===== config.mk =====
export PLATFORM = sky130hd
export DESIGN_NAME = tafl_threshold_alert
export DESIGN_NICKNAME = d
export VERILOG_FILES = /design/src/core/tafl_pkg.sv /design/src/core/tafl_cmp_if.sv /design/src/core/tafl_compare.sv /design/src/core/tafl_threshold_alert.sv
export SDC_FILE = /design/constraint.sdc
export NUM_CORES = 1
export LEC_CHECK = 0
export ABC_CLOCK_PERIOD_IN_PS = 2920
export BUFFER_PORTS_ARGS = -buffer_cell sky130_fd_sc_hd__buf_2
export CELL_PAD_IN_SITES_DETAIL_PLACEMENT = 0
export CELL_PAD_IN_SITES_GLOBAL_PLACEMENT = 2
export CORE_MARGIN = 5
export CORE_UTILIZATION = 23
export CTS_BUF_LIST = sky130_fd_sc_hd__clkbuf_2 sky130_fd_sc_hd__clkbuf_4 sky130_fd_sc_hd__clkbuf_8
export DETAILED_ROUTE_END_ITERATION = 7
export GPL_TIMING_DRIVEN = 0
export PLACE_DENSITY = 0.73
export SYNTH_ARGS = -nofsm -noshare
export SYNTH_HDL_FRONTEND = slang
export SYNTH_SLANG_ARGS = --single-unit

===== constraint.sdc =====
create_clock -name mclk -period 2.92 [get_ports mclk]
set_input_delay 0.584 -clock mclk [delete_from_list [all_inputs] [get_ports mclk]]
set_output_delay 0.584 -clock mclk [all_outputs]
set_load 0.01 [all_outputs]

===== src/core/tafl_pkg.sv =====
// shared constants for the threshold alert and fault logic
package tafl_pkg;

    ////////////////////////////////////////////////////////////////////////
    // data widths
    localparam int POWER_WIDTH = 24;           // computed power result
    localparam int MEAS_WIDTH = 12;            // sense, input voltage, aux
    localparam int REG_WIDTH = 8;              // every register is one byte
    localparam int ADDR_WIDTH = 8;             // register address on the port
    localparam int ADDR_USED = 6;              // address msbs b7-b6 ignored

    ////////////////////////////////////////////////////////////////////////
    // register offsets
    localparam logic [5:0] ADDR_ENABLES = 6'h01;   // threshold_alert_enables
    localparam logic [5:0] ADDR_STATUS = 6'h02;    // live_threshold_status
    localparam logic [5:0] ADDR_FAULTS = 6'h03;    // latched_threshold_faults

    ////////////////////////////////////////////////////////////////////////
    // values after reset
    localparam logic [7:0] ENABLES_RESET = 8'h00;  // every alert disarmed
    localparam logic [7:0] STATUS_RESET = 8'h00;   // nothing out of range
    localparam logic [7:0] FAULTS_RESET = 8'h00;   // no fault recorded
    localparam logic [7:0] READ_IDLE = 8'h00;      // unmapped or idle read

    ////////////////////////////////////////////////////////////////////////
    // bit positions, shared by enables, status and faults
    localparam int BIT_POWER_OVER = 7;
    localparam int BIT_POWER_UNDER = 6;
    localparam int BIT_SENSE_OVER = 5;
    localparam int BIT_SENSE_UNDER = 4;
    localparam int BIT_VIN_OVER = 3;
    localparam int BIT_VIN_UNDER = 2;
    localparam int BIT_AUX_OVER = 1;
    localparam int BIT_AUX_UNDER = 0;

    ////////////////////////////////////////////////////////////////////////
    // read answer latency in clock cycles
    localparam int READ_LATENCY = 1;

endpackage


===== src/core/tafl_cmp_if.sv =====
`timescale 1ns/100ps
// carries measurements and thresholds to the comparator and results back
interface tafl_cmp_if #(
    parameter int PW = 24,
    parameter int MW = 12
);
    logic [PW-1:0] power_value;        // present power result
    logic [PW-1:0] power_max_thr;      // upper power threshold
    logic [PW-1:0] power_min_thr;      // lower power threshold
    logic [MW-1:0] sense_value;        // present current-sense value
    logic [MW-1:0] sense_max_thr;
    logic [MW-1:0] sense_min_thr;
    logic [MW-1:0] vin_value;          // present monitored input voltage
    logic [MW-1:0] vin_max_thr;
    logic [MW-1:0] vin_min_thr;
    logic [MW-1:0] aux_value;          // present auxiliary input
    logic [MW-1:0] aux_max_thr;
    logic [MW-1:0] aux_min_thr;
    logic [7:0] status_now;            // combinational comparison results

    // comparator side
    modport cmp (
        input power_value, power_max_thr, power_min_thr,
        input sense_value, sense_max_thr, sense_min_thr,
        input vin_value, vin_max_thr, vin_min_thr,
        input aux_value, aux_max_thr, aux_min_thr,
        output status_now
    );

    // register side
    modport regs (
        output power_value, power_max_thr, power_min_thr,
        output sense_value, sense_max_thr, sense_min_thr,
        output vin_value, vin_max_thr, vin_min_thr,
        output aux_value, aux_max_thr, aux_min_thr,
        input status_now
    );
endinterface


===== src/core/tafl_compare.sv =====
`timescale 1ns/100ps
// strict over and under comparisons for all four quantities
module tafl_compare (
    tafl_cmp_if.cmp cmp
);

    ////////////////////////////////////////////////////////////////////////
    // power against its two thresholds, 24 bits
    assign cmp.status_now[tafl_pkg::BIT_POWER_OVER] =
        (cmp.power_value > cmp.power_max_thr);
    assign cmp.status_now[tafl_pkg::BIT_POWER_UNDER] =
        (cmp.power_value < cmp.power_min_thr);

    ////////////////////////////////////////////////////////////////////////
    // current sense, 12 bits
    assign cmp.status_now[tafl_pkg::BIT_SENSE_OVER] =
        (cmp.sense_value > cmp.sense_max_thr);
    assign cmp.status_now[tafl_pkg::BIT_SENSE_UNDER] =
        (cmp.sense_value < cmp.sense_min_thr);

    ////////////////////////////////////////////////////////////////////////
    // monitored input voltage, 12 bits
    assign cmp.status_now[tafl_pkg::BIT_VIN_OVER] =
        (cmp.vin_value > cmp.vin_max_thr);
    assign cmp.status_now[tafl_pkg::BIT_VIN_UNDER] =
        (cmp.vin_value < cmp.vin_min_thr);

    ////////////////////////////////////////////////////////////////////////
    // auxiliary input, 12 bits
    assign cmp.status_now[tafl_pkg::BIT_AUX_OVER] =
        (cmp.aux_value > cmp.aux_max_thr);
    assign cmp.status_now[tafl_pkg::BIT_AUX_UNDER] =
        (cmp.aux_value < cmp.aux_min_thr);

endmodule


===== src/core/tafl_threshold_alert.sv =====
`timescale 1ns/100ps
//
// Contract
// - power above maximum raises enabled alert
// - power below minimum raises enabled alert
// - sense over and under have own enables
// - input voltage over and under have enables
// - auxiliary over and under have own enables
// - all eight enables reset to zero
// - enable register at address one, read/write
// - status bit seven shows power over maximum
// - status bit six shows power under minimum
// - status bits five, four show sense
// - status bits three, two show voltage
// - status bits one, zero show auxiliary
// - status at address two, read only
// - fault bits seven, six record power
// - fault bits five, four record sense
// - fault bits three, two record voltage
// - fault bits one, zero record auxiliary
// - fault register at address three, read/write
// - power is 24 bits, others 12
//
module tafl_threshold_alert #(
    parameter int POWER_W = tafl_pkg::POWER_WIDTH,
    parameter int MEAS_W = tafl_pkg::MEAS_WIDTH
) (
    // core clock and reset
    input wire logic mclk,
    input wire logic rst,
    // power result and its thresholds
    input wire logic [POWER_W-1:0] power_value,
    input wire logic [POWER_W-1:0] power_max_thr,
    input wire logic [POWER_W-1:0] power_min_thr,
    // current-sense measurement and thresholds
    input wire logic [MEAS_W-1:0] sense_value,
    input wire logic [MEAS_W-1:0] sense_max_thr,
    input wire logic [MEAS_W-1:0] sense_min_thr,
    // monitored input voltage and thresholds
    input wire logic [MEAS_W-1:0] monitored_input_voltage,
    input wire logic [MEAS_W-1:0] monitored_input_voltage_max_thr,
    input wire logic [MEAS_W-1:0] monitored_input_voltage_min_thr,
    // auxiliary input and thresholds
    input wire logic [MEAS_W-1:0] auxiliary_input,
    input wire logic [MEAS_W-1:0] auxiliary_input_max_thr,
    input wire logic [MEAS_W-1:0] auxiliary_input_min_thr,
    // register port from the bus engine
    input wire logic [tafl_pkg::ADDR_WIDTH-1:0] reg_addr,
    input wire logic [tafl_pkg::REG_WIDTH-1:0] reg_wdata,
    input wire logic reg_wr,
    input wire logic reg_rd,
    output logic [tafl_pkg::REG_WIDTH-1:0] reg_rdata,
    output logic reg_rdata_valid,
    // alert, open drain, plus a plain level copy
    output logic alert_pin_o,
    output logic alert_pin_oe_n,
    output logic alert_active
);

    ////////////////////////////////////////////////////////////////////////
    // address decoding

    // true when the low address bits select the given register
    function automatic logic addr_hit(
        input logic [tafl_pkg::ADDR_WIDTH-1:0] addr,
        input logic [tafl_pkg::ADDR_USED-1:0] target
    );
        // msbs above the used field are ignored
        addr_hit = (addr[tafl_pkg::ADDR_USED-1:0] == target);
    endfunction

    // register selects
    wire sel_enables;       // alert enable register
    wire sel_status;        // live status register
    wire sel_faults;        // latched fault register
    assign sel_enables = addr_hit(reg_addr, tafl_pkg::ADDR_ENABLES);
    assign sel_status = addr_hit(reg_addr, tafl_pkg::ADDR_STATUS);
    assign sel_faults = addr_hit(reg_addr, tafl_pkg::ADDR_FAULTS);

    // write strobes per register
    wire wr_enables;        // host writes the enables
    wire wr_faults;         // host writes the faults
    assign wr_enables = reg_wr & sel_enables;
    assign wr_faults = reg_wr & sel_faults;
    // note: a write to the status address has no strobe at all

    ////////////////////////////////////////////////////////////////////////
    // register state

    // alert enables, one per comparison
    logic [tafl_pkg::REG_WIDTH-1:0] threshold_alert_enables;
    // live comparison results, refreshed every cycle
    logic [tafl_pkg::REG_WIDTH-1:0] live_threshold_status;
    // sticky record of tripped comparisons
    logic [tafl_pkg::REG_WIDTH-1:0] latched_threshold_faults;

    // next values
    logic [tafl_pkg::REG_WIDTH-1:0] next_enables;
    logic [tafl_pkg::REG_WIDTH-1:0] next_faults;
    logic [tafl_pkg::REG_WIDTH-1:0] next_rdata;
    logic next_alert;

    ////////////////////////////////////////////////////////////////////////
    // comparator hookup

    // bundle to the comparator
    tafl_cmp_if #(
        .PW(POWER_W),
        .MW(MEAS_W)
    ) cmp_bus ();

    // feed measurements and thresholds, same clock domain, no sync
    assign cmp_bus.power_value = power_value;
    assign cmp_bus.power_max_thr = power_max_thr;
    assign cmp_bus.power_min_thr = power_min_thr;
    assign cmp_bus.sense_value = sense_value;
    assign cmp_bus.sense_max_thr = sense_max_thr;
    assign cmp_bus.sense_min_thr = sense_min_thr;
    assign cmp_bus.vin_value = monitored_input_voltage;
    assign cmp_bus.vin_max_thr = monitored_input_voltage_max_thr;
    assign cmp_bus.vin_min_thr = monitored_input_voltage_min_thr;
    assign cmp_bus.aux_value = auxiliary_input;
    assign cmp_bus.aux_max_thr = auxiliary_input_max_thr;
    assign cmp_bus.aux_min_thr = auxiliary_input_min_thr;

    // strict greater-than and less-than for all eight bits
    tafl_compare u_compare (
        .cmp(cmp_bus.cmp)
    );

    // present comparison results
    wire [tafl_pkg::REG_WIDTH-1:0] status_now;
    assign status_now = cmp_bus.status_now;

    ////////////////////////////////////////////////////////////////////////
    // alert enable register

    // whole byte written by the host, otherwise held
    assign next_enables = wr_enables ? reg_wdata : threshold_alert_enables;

    // enables clear at reset, so nothing alerts until armed
    always_ff @(posedge mclk or posedge rst) begin
        if (rst) begin
            threshold_alert_enables <= tafl_pkg::ENABLES_RESET;
        end else begin
            threshold_alert_enables <= next_enables;
        end
    end

    ////////////////////////////////////////////////////////////////////////
    // live status register

    // follows the comparator every cycle, host writes ignored
    always_ff @(posedge mclk or posedge rst) begin
        if (rst) begin
            live_threshold_status <= tafl_pkg::STATUS_RESET;
        end else begin
            live_threshold_status <= status_now;
        end
    end
    // bit seven is power over, bit six power under
    // bits five and four carry the sense comparisons
    // bits three and two carry the input voltage comparisons
    // bits one and zero carry the auxiliary comparisons

    ////////////////////////////////////////////////////////////////////////
    // latched fault register

    // per bit: a trip sets, a host zero clears, a host one does nothing
    genvar gi;
    generate
        for (gi = 0; gi < tafl_pkg::REG_WIDTH; gi = gi + 1) begin : g_fault
            // host asks to clear this bit
            wire clear_req;
            assign clear_req = wr_faults & ~reg_wdata[gi];
            // a trip in the clearing cycle wins over the clear
            assign next_faults[gi] = status_now[gi] |
                (latched_threshold_faults[gi] & ~clear_req);
        end
    endgenerate
    // power bits seven and six latch the power trips
    // sense bits five and four latch the sense trips
    // voltage bits three and two latch the voltage trips
    // auxiliary bits one and zero latch the auxiliary trips

    // fault storage, clear at reset
    always_ff @(posedge mclk or posedge rst) begin
        if (rst) begin
            latched_threshold_faults <= tafl_pkg::FAULTS_RESET;
        end else begin
            latched_threshold_faults <= next_faults;
        end
    end

    ////////////////////////////////////////////////////////////////////////
    // alert generation

    // any recorded fault whose enable is armed, on the coming values
    assign next_alert = |(next_faults & next_enables);

    // alert level and open-drain pin, both registered
    always_ff @(posedge mclk or posedge rst) begin
        if (rst) begin
            alert_active <= 1'b0;
            alert_pin_o <= 1'b0;
            alert_pin_oe_n <= 1'b1;
        end else begin
            alert_active <= next_alert;
            // pin only ever pulls low
            alert_pin_o <= 1'b0;
            // enable low means the pin is driven low
            alert_pin_oe_n <= ~next_alert;
        end
    end
    // power over and under reach the pin through their enables
    // sense, voltage and auxiliary do the same

    ////////////////////////////////////////////////////////////////////////
    // read path

    // read mux of the present register values
    always_comb begin
        next_rdata = tafl_pkg::READ_IDLE;
        if (reg_rd) begin
            // enables read back what was written
            if (sel_enables) begin
                next_rdata = threshold_alert_enables;
            // status shows the live comparisons
            end else if (sel_status) begin
                next_rdata = live_threshold_status;
            // faults show the sticky record
            end else if (sel_faults) begin
                next_rdata = latched_threshold_faults;
            end else begin
                // unmapped address reads zero
                next_rdata = tafl_pkg::READ_IDLE;
            end
        end
    end

    // read data and its valid strobe, one cycle after the request
    always_ff @(posedge mclk or posedge rst) begin
        if (rst) begin
            reg_rdata <= tafl_pkg::READ_IDLE;
            reg_rdata_valid <= 1'b0;
        end else begin
            reg_rdata <= next_rdata;
            reg_rdata_valid <= reg_rd;
        end
    end

endmodule


* Word-level counts from Yosys, hierarchy flattened
Cells that the tools add are included.
** Word-level totals
- Register bits :: 35
- Bits in latches :: 0
- Memory bits (writable) :: 0
- ROM bits :: 0
- Bits of input ports :: 200
- Output and inout port bits :: 12
- Word-level logic and storage cells :: 68
- Memories :: 0
** Operators by class
- $add $sub $neg :: 0
- $mul :: 0
- Div/mod/pow operators :: 0
- Order comparisons :: 8
- Equal/unequal tests :: 3
- Shift operators :: 0
- Mux-type cells :: 5
- Bitwise logic cells :: 44
- Reductions and logical operators :: 1
** Operators with widths (number)
- 2-to-1 mux 8 bit :: 5
- greater-than comparator 12 bit :: 3
- < comparator 12 bit :: 3
- greater-than comparator 24 bit :: 1
- < comparator 24 bit :: 1
- AND 1 bit :: 18
- inverter 1 bit :: 17
- equality test 6 x 2 -> 1 bit (second input constant) :: 2
- AND 8 bit :: 1
- bitwise OR 1 bit :: 8
- OR reduction 8 bit :: 1
- equality test 6 x 1 -> 1 bit (second input constant) :: 1

* Logic depth before layout (Yosys ltp)
- Depth after elaboration :: 9
- Mapped depth :: 9
- Depth with buffers taken out :: 9

* By module
Synthesis repeated with hierarchy kept, for this count alone.
** Unflattened totals
- Cells, all modules :: 545
- Area total of the unflattened synthesis :: 4409.2 µm²
** By module, submodules not included
- tafl_compare :: instances 1, cells each 398, area each 2899.0 µm², seq. area each 0.0 µm²
- tafl_threshold_alert :: instances 1, cells each 147, area each 1510.2 µm², seq. area each 877.1 µm²

* Least setup slack after synthesis
No wires, ideal clock.
- Kind :: input to register
- Start point :: input reg_addr[3] (netlist bit)
- End point :: register alert_pin_oe_n
- Setup time :: 63 ps
- Data arrival time :: 2613 ps
- Data required time :: 2857 ps
- Setup slack :: 244 ps
- Stages on the path :: 7
- Buffers on the path :: 1
- Path through :: or4_4 > buf_6 > nor3_4 > mux2_2 > and2_4 > a2111oi_4 > and4_1
** Between the ends
- Elaborated cells between the ends (all ways) :: 40
- Those cells by class :: eq/ne (2); mux (1); bitwise (36); reduce/logical (1)
** RTL lines
- from (decl) :: RTL line tafl_threshold_alert.sv:48 : input wire logic [tafl_pkg::ADDR_WIDTH-1:0] reg_addr,
- equality test 6 x 1 -> 1 bit :: RTL line tafl_threshold_alert.sv:69 : addr_hit = (addr[tafl_pkg::ADDR_USED-1:0] == target);
- AND 1 bit :: RTL line tafl_threshold_alert.sv:83 : assign wr_enables = reg_wr & sel_enables;
- 2-to-1 mux 8 bit :: RTL line tafl_threshold_alert.sv:139 : assign next_enables = wr_enables ? reg_wdata : threshold_alert_enables;
- named net next_enables, one bit :: RTL line tafl_threshold_alert.sv:98 : logic [tafl_pkg::REG_WIDTH-1:0] next_enables;
- AND 8 bit :: RTL line tafl_threshold_alert.sv:199 : assign next_alert = |(next_faults & next_enables);
- OR reduction 8 bit :: RTL line tafl_threshold_alert.sv:199
- inverter 1 bit :: RTL line tafl_threshold_alert.sv:212 : alert_pin_oe_n <= ~next_alert;
- to (signal assigned) :: RTL line tafl_threshold_alert.sv:212
- to (decl) :: RTL line tafl_threshold_alert.sv:56 : output logic alert_pin_oe_n,
The timed path passes the listed nets, and every way through them passes these cells.

* Final worst setup path
Same ends and word-level chain as after synthesis.

==> results.cfg <==
[critical_path]
crit_chain = buf_2 -> or4_4 -> buf_6 -> nor3_4 -> mux2_2 -> a222oi_1 -> and4_1
cp-start-kind = primary input
cp_data_required_time_ps = 3140
arrival_ps = 2940
critPathTopFamily = simple AND/OR/NAND/NOR gates
cp_max_fo = 10
cp.depth = 7
slowest_delay_ps = 530
r2r_cells = 6
path_class = in -> reg
critPathSlowestCell = or4_4
end_kind = register
crit_buf_inv = 2

[route]
routed-wl-met2_um = 6120
drtAntennaViolNets = 0
top_layer_used = met5
dr_wl_met3_um = 1030
via_per_inst = 4.27
wl_met1_um = 5960
vias = 4155
drc_errors = 0
drt_iter0_markers = 91
wl_per_cell_um = 13.6
wl_um = 13200
drt_pass1_iterations = 5

[timing]
relSlewSlack_pct = 35.4
finalCritPeriodShare_pct = 93.1
fin_skew_ps = 6.05
fin_crit_ps = 2720
worst_pin_slew_ps = 945
maxSlewViolCount = 0
finalSetupTns_ps = 0
holdWs_ps = 421
setup_viol = 0
rsz0062_at_grt = no
hold_viol = 0
clock.fmax_mhz = 368

[die]
core_region_area_um2 = 18700
die-area_um2 = 21800
rows = 50
top_level_ports = 212
start_util_pct = 23.3
die_y_um = 148
die_w_um = 148

[clocking]
htree_levels = 2
clock_sinks = 35
clock_tree.root_cell = clkbuf_8
postCtsSetupBuffers = 0
clockBufferDepth = 2
cts-resized-gates = 0
cts_hold_buf = 0
tritoncts = done
clk_pin_slew_ps = 70
clock_latency_ps = 280
cts-buffers-inserted = 5

[grt]
track_usage_pct = 11.7
grt_pass1_vias = 4430
grt_max_degree = 36
antenna_found_initial = 2
overflow = 0
grt_pass1_wl_um = 20900

[layout]
area_growth_pct = 32.7
final_util_pct = 30.9
layout-drive-gt1-share_pct = 33.3
layout.nets = 1053

[synth]
synth_nets = 838
yosysTopAreaCell = ha_1
syn-instance-count = 522
syn_avg_cell_area_um2 = 8.35
ys_top_cells_by_area = ha_1 (33%), dfrtp_1 (20%), inv_1 (10%)
yosysWarnings = 0
synth_cell_types = 51
synth_top_area_share_pct = 33.3
synth.cell_area_um2 = 4360
synth_seq_area_share_pct = 20.1
synth-seq-cells = 35

[place]
dp_hpwl_um = 12000
gp_congestion = 0.792
port_buffers = 208

[worst_hold_path]
worst_hold_path_type = in -> async

[pwr]
p_leak_nw = 3.32
p_per_area_nw_per_um2 = 265
peakVddDrop_mv = 0.152

[run]
drv_cap = 0

[status]
status = completed
==> routing by layer <==
metal | vias to the layer above | GRT usage, %
met5 | - | 0
met4 | 4 | 0.979
met3 | 9 | 4.11
met2 | 128 | 20.1
met1 | 1762 | 14.7
li1 | 2252 | -
==> Yosys cell counts (all sizes together) <==
cell type,instances
inv,118
ha,116
a21oi,45
dfrtp,34
nand2,28
o21ai,27
nand4,18
nor2,18
mux2,16
nand3,13
nand2b,10
nor3,9
a22oi,8
nor2b,7
a2111oi,5
o211ai,5
a21o,4
o31ai,4
a211o,3
a21boi,3
a31oi,3
buf,3
a211oi,2
and2,2
and4,2
clkbuf,2
nor4,2
o21a,2
o22ai,2
or4,2
a222oi,1
a41oi,1
conb,1
dfstp,1
o211a,1
o21bai,1
o31a,1
or2,1
or3,1
==> cell families after synthesis <==
family	share of synthesized area (%)
other	0.0861
buffers and inverters	11.3
AO/OA/AOI/OAI	17.3
multiplexers	4.22
adder cells (fa/ha/maj)	33.3
AND/OR/NAND/NOR	13.7
flip-flops	20.1
==> power breakdown <==
group,switching [mW],internal [mW]
sequential,0.0145,0.527
clock,0.168,0.186
combinational,0.320,0.315
==> stage by stage <==
stage	power, mW	setup slack, ps	instance area [um^2]	cells
after detailed placement	1.20	-99.3	5690	964
after global routing	1.67	66.4	5780	972
after CTS	1.56	189	5780	972
after global placement	1.20	-114	5690	964
after floorplan	0.924	244	4360	522
final	1.53	200	5780	973
==> cell type report <==
cell class / instances / area, um^2
multi-input cells: 364 / 2990
diodes: 1 / 2.50
inverters: 118 / 443
clock inverters: 1 / 5.00
plain buffers: 5 / 47.5
fillers: 2088 / 12900
well taps: 234 / 293
clock buffers: 7 / 83.8
flip-flops and latches: 35 / 877
repair buffers: 208 / 1040
==> sequential cells by signal, summed over array words and instances, names as in the netlist <==
signal / count
latched_threshold_faults: 8
live_threshold_status: 8
reg_rdata: 8
threshold_alert_enables: 8
alert_active: 1
alert_pin_oe_n: 1
reg_rdata_valid: 1
==> worst paths after layout <==
kind | start | to | slack, ps
worst max-delay path | reg_addr[3] | alert_pin_oe_n | 200
max in group asynchronous | rst | latched_threshold_faults[5] | 2030
min in group mclk | reg_rd | reg_rdata_valid | 420
worst min-delay path | rst | live_threshold_status[4] | 420
worst max register to register | latched_threshold_faults[2] | alert_pin_oe_n | 1470
worst min register to register | live_threshold_status[3] | reg_rdata[3] | 510
==> cells in the final DEF (no fill, tap or decap), drive strengths merged, types with 3 or more instances in the layout <==
cell / instances
nor3: 9
o211ai: 5
a21boi: 3
a31oi: 3
ha: 116
a2111oi: 5
nand4: 18
a211o: 3
dfrtp: 34
nand2: 28
inv: 118
nand2b: 10
a21oi: 45
o21ai: 27
clkbuf: 9
nor2: 18
nor2b: 7
a21o: 4
a22oi: 8
o31ai: 4
buf: 211
nand3: 13
mux2: 16
==> worst register-to-register path, stage by stage, from the launching register on <==
cell       delay [ps]
dfrtp_1           410
o31ai_4            60
o21ai_1            80
o21bai_1          170
and2_4            160
a2111oi_4         270
and4_1            230
Power figures use the tool's default switching activity.
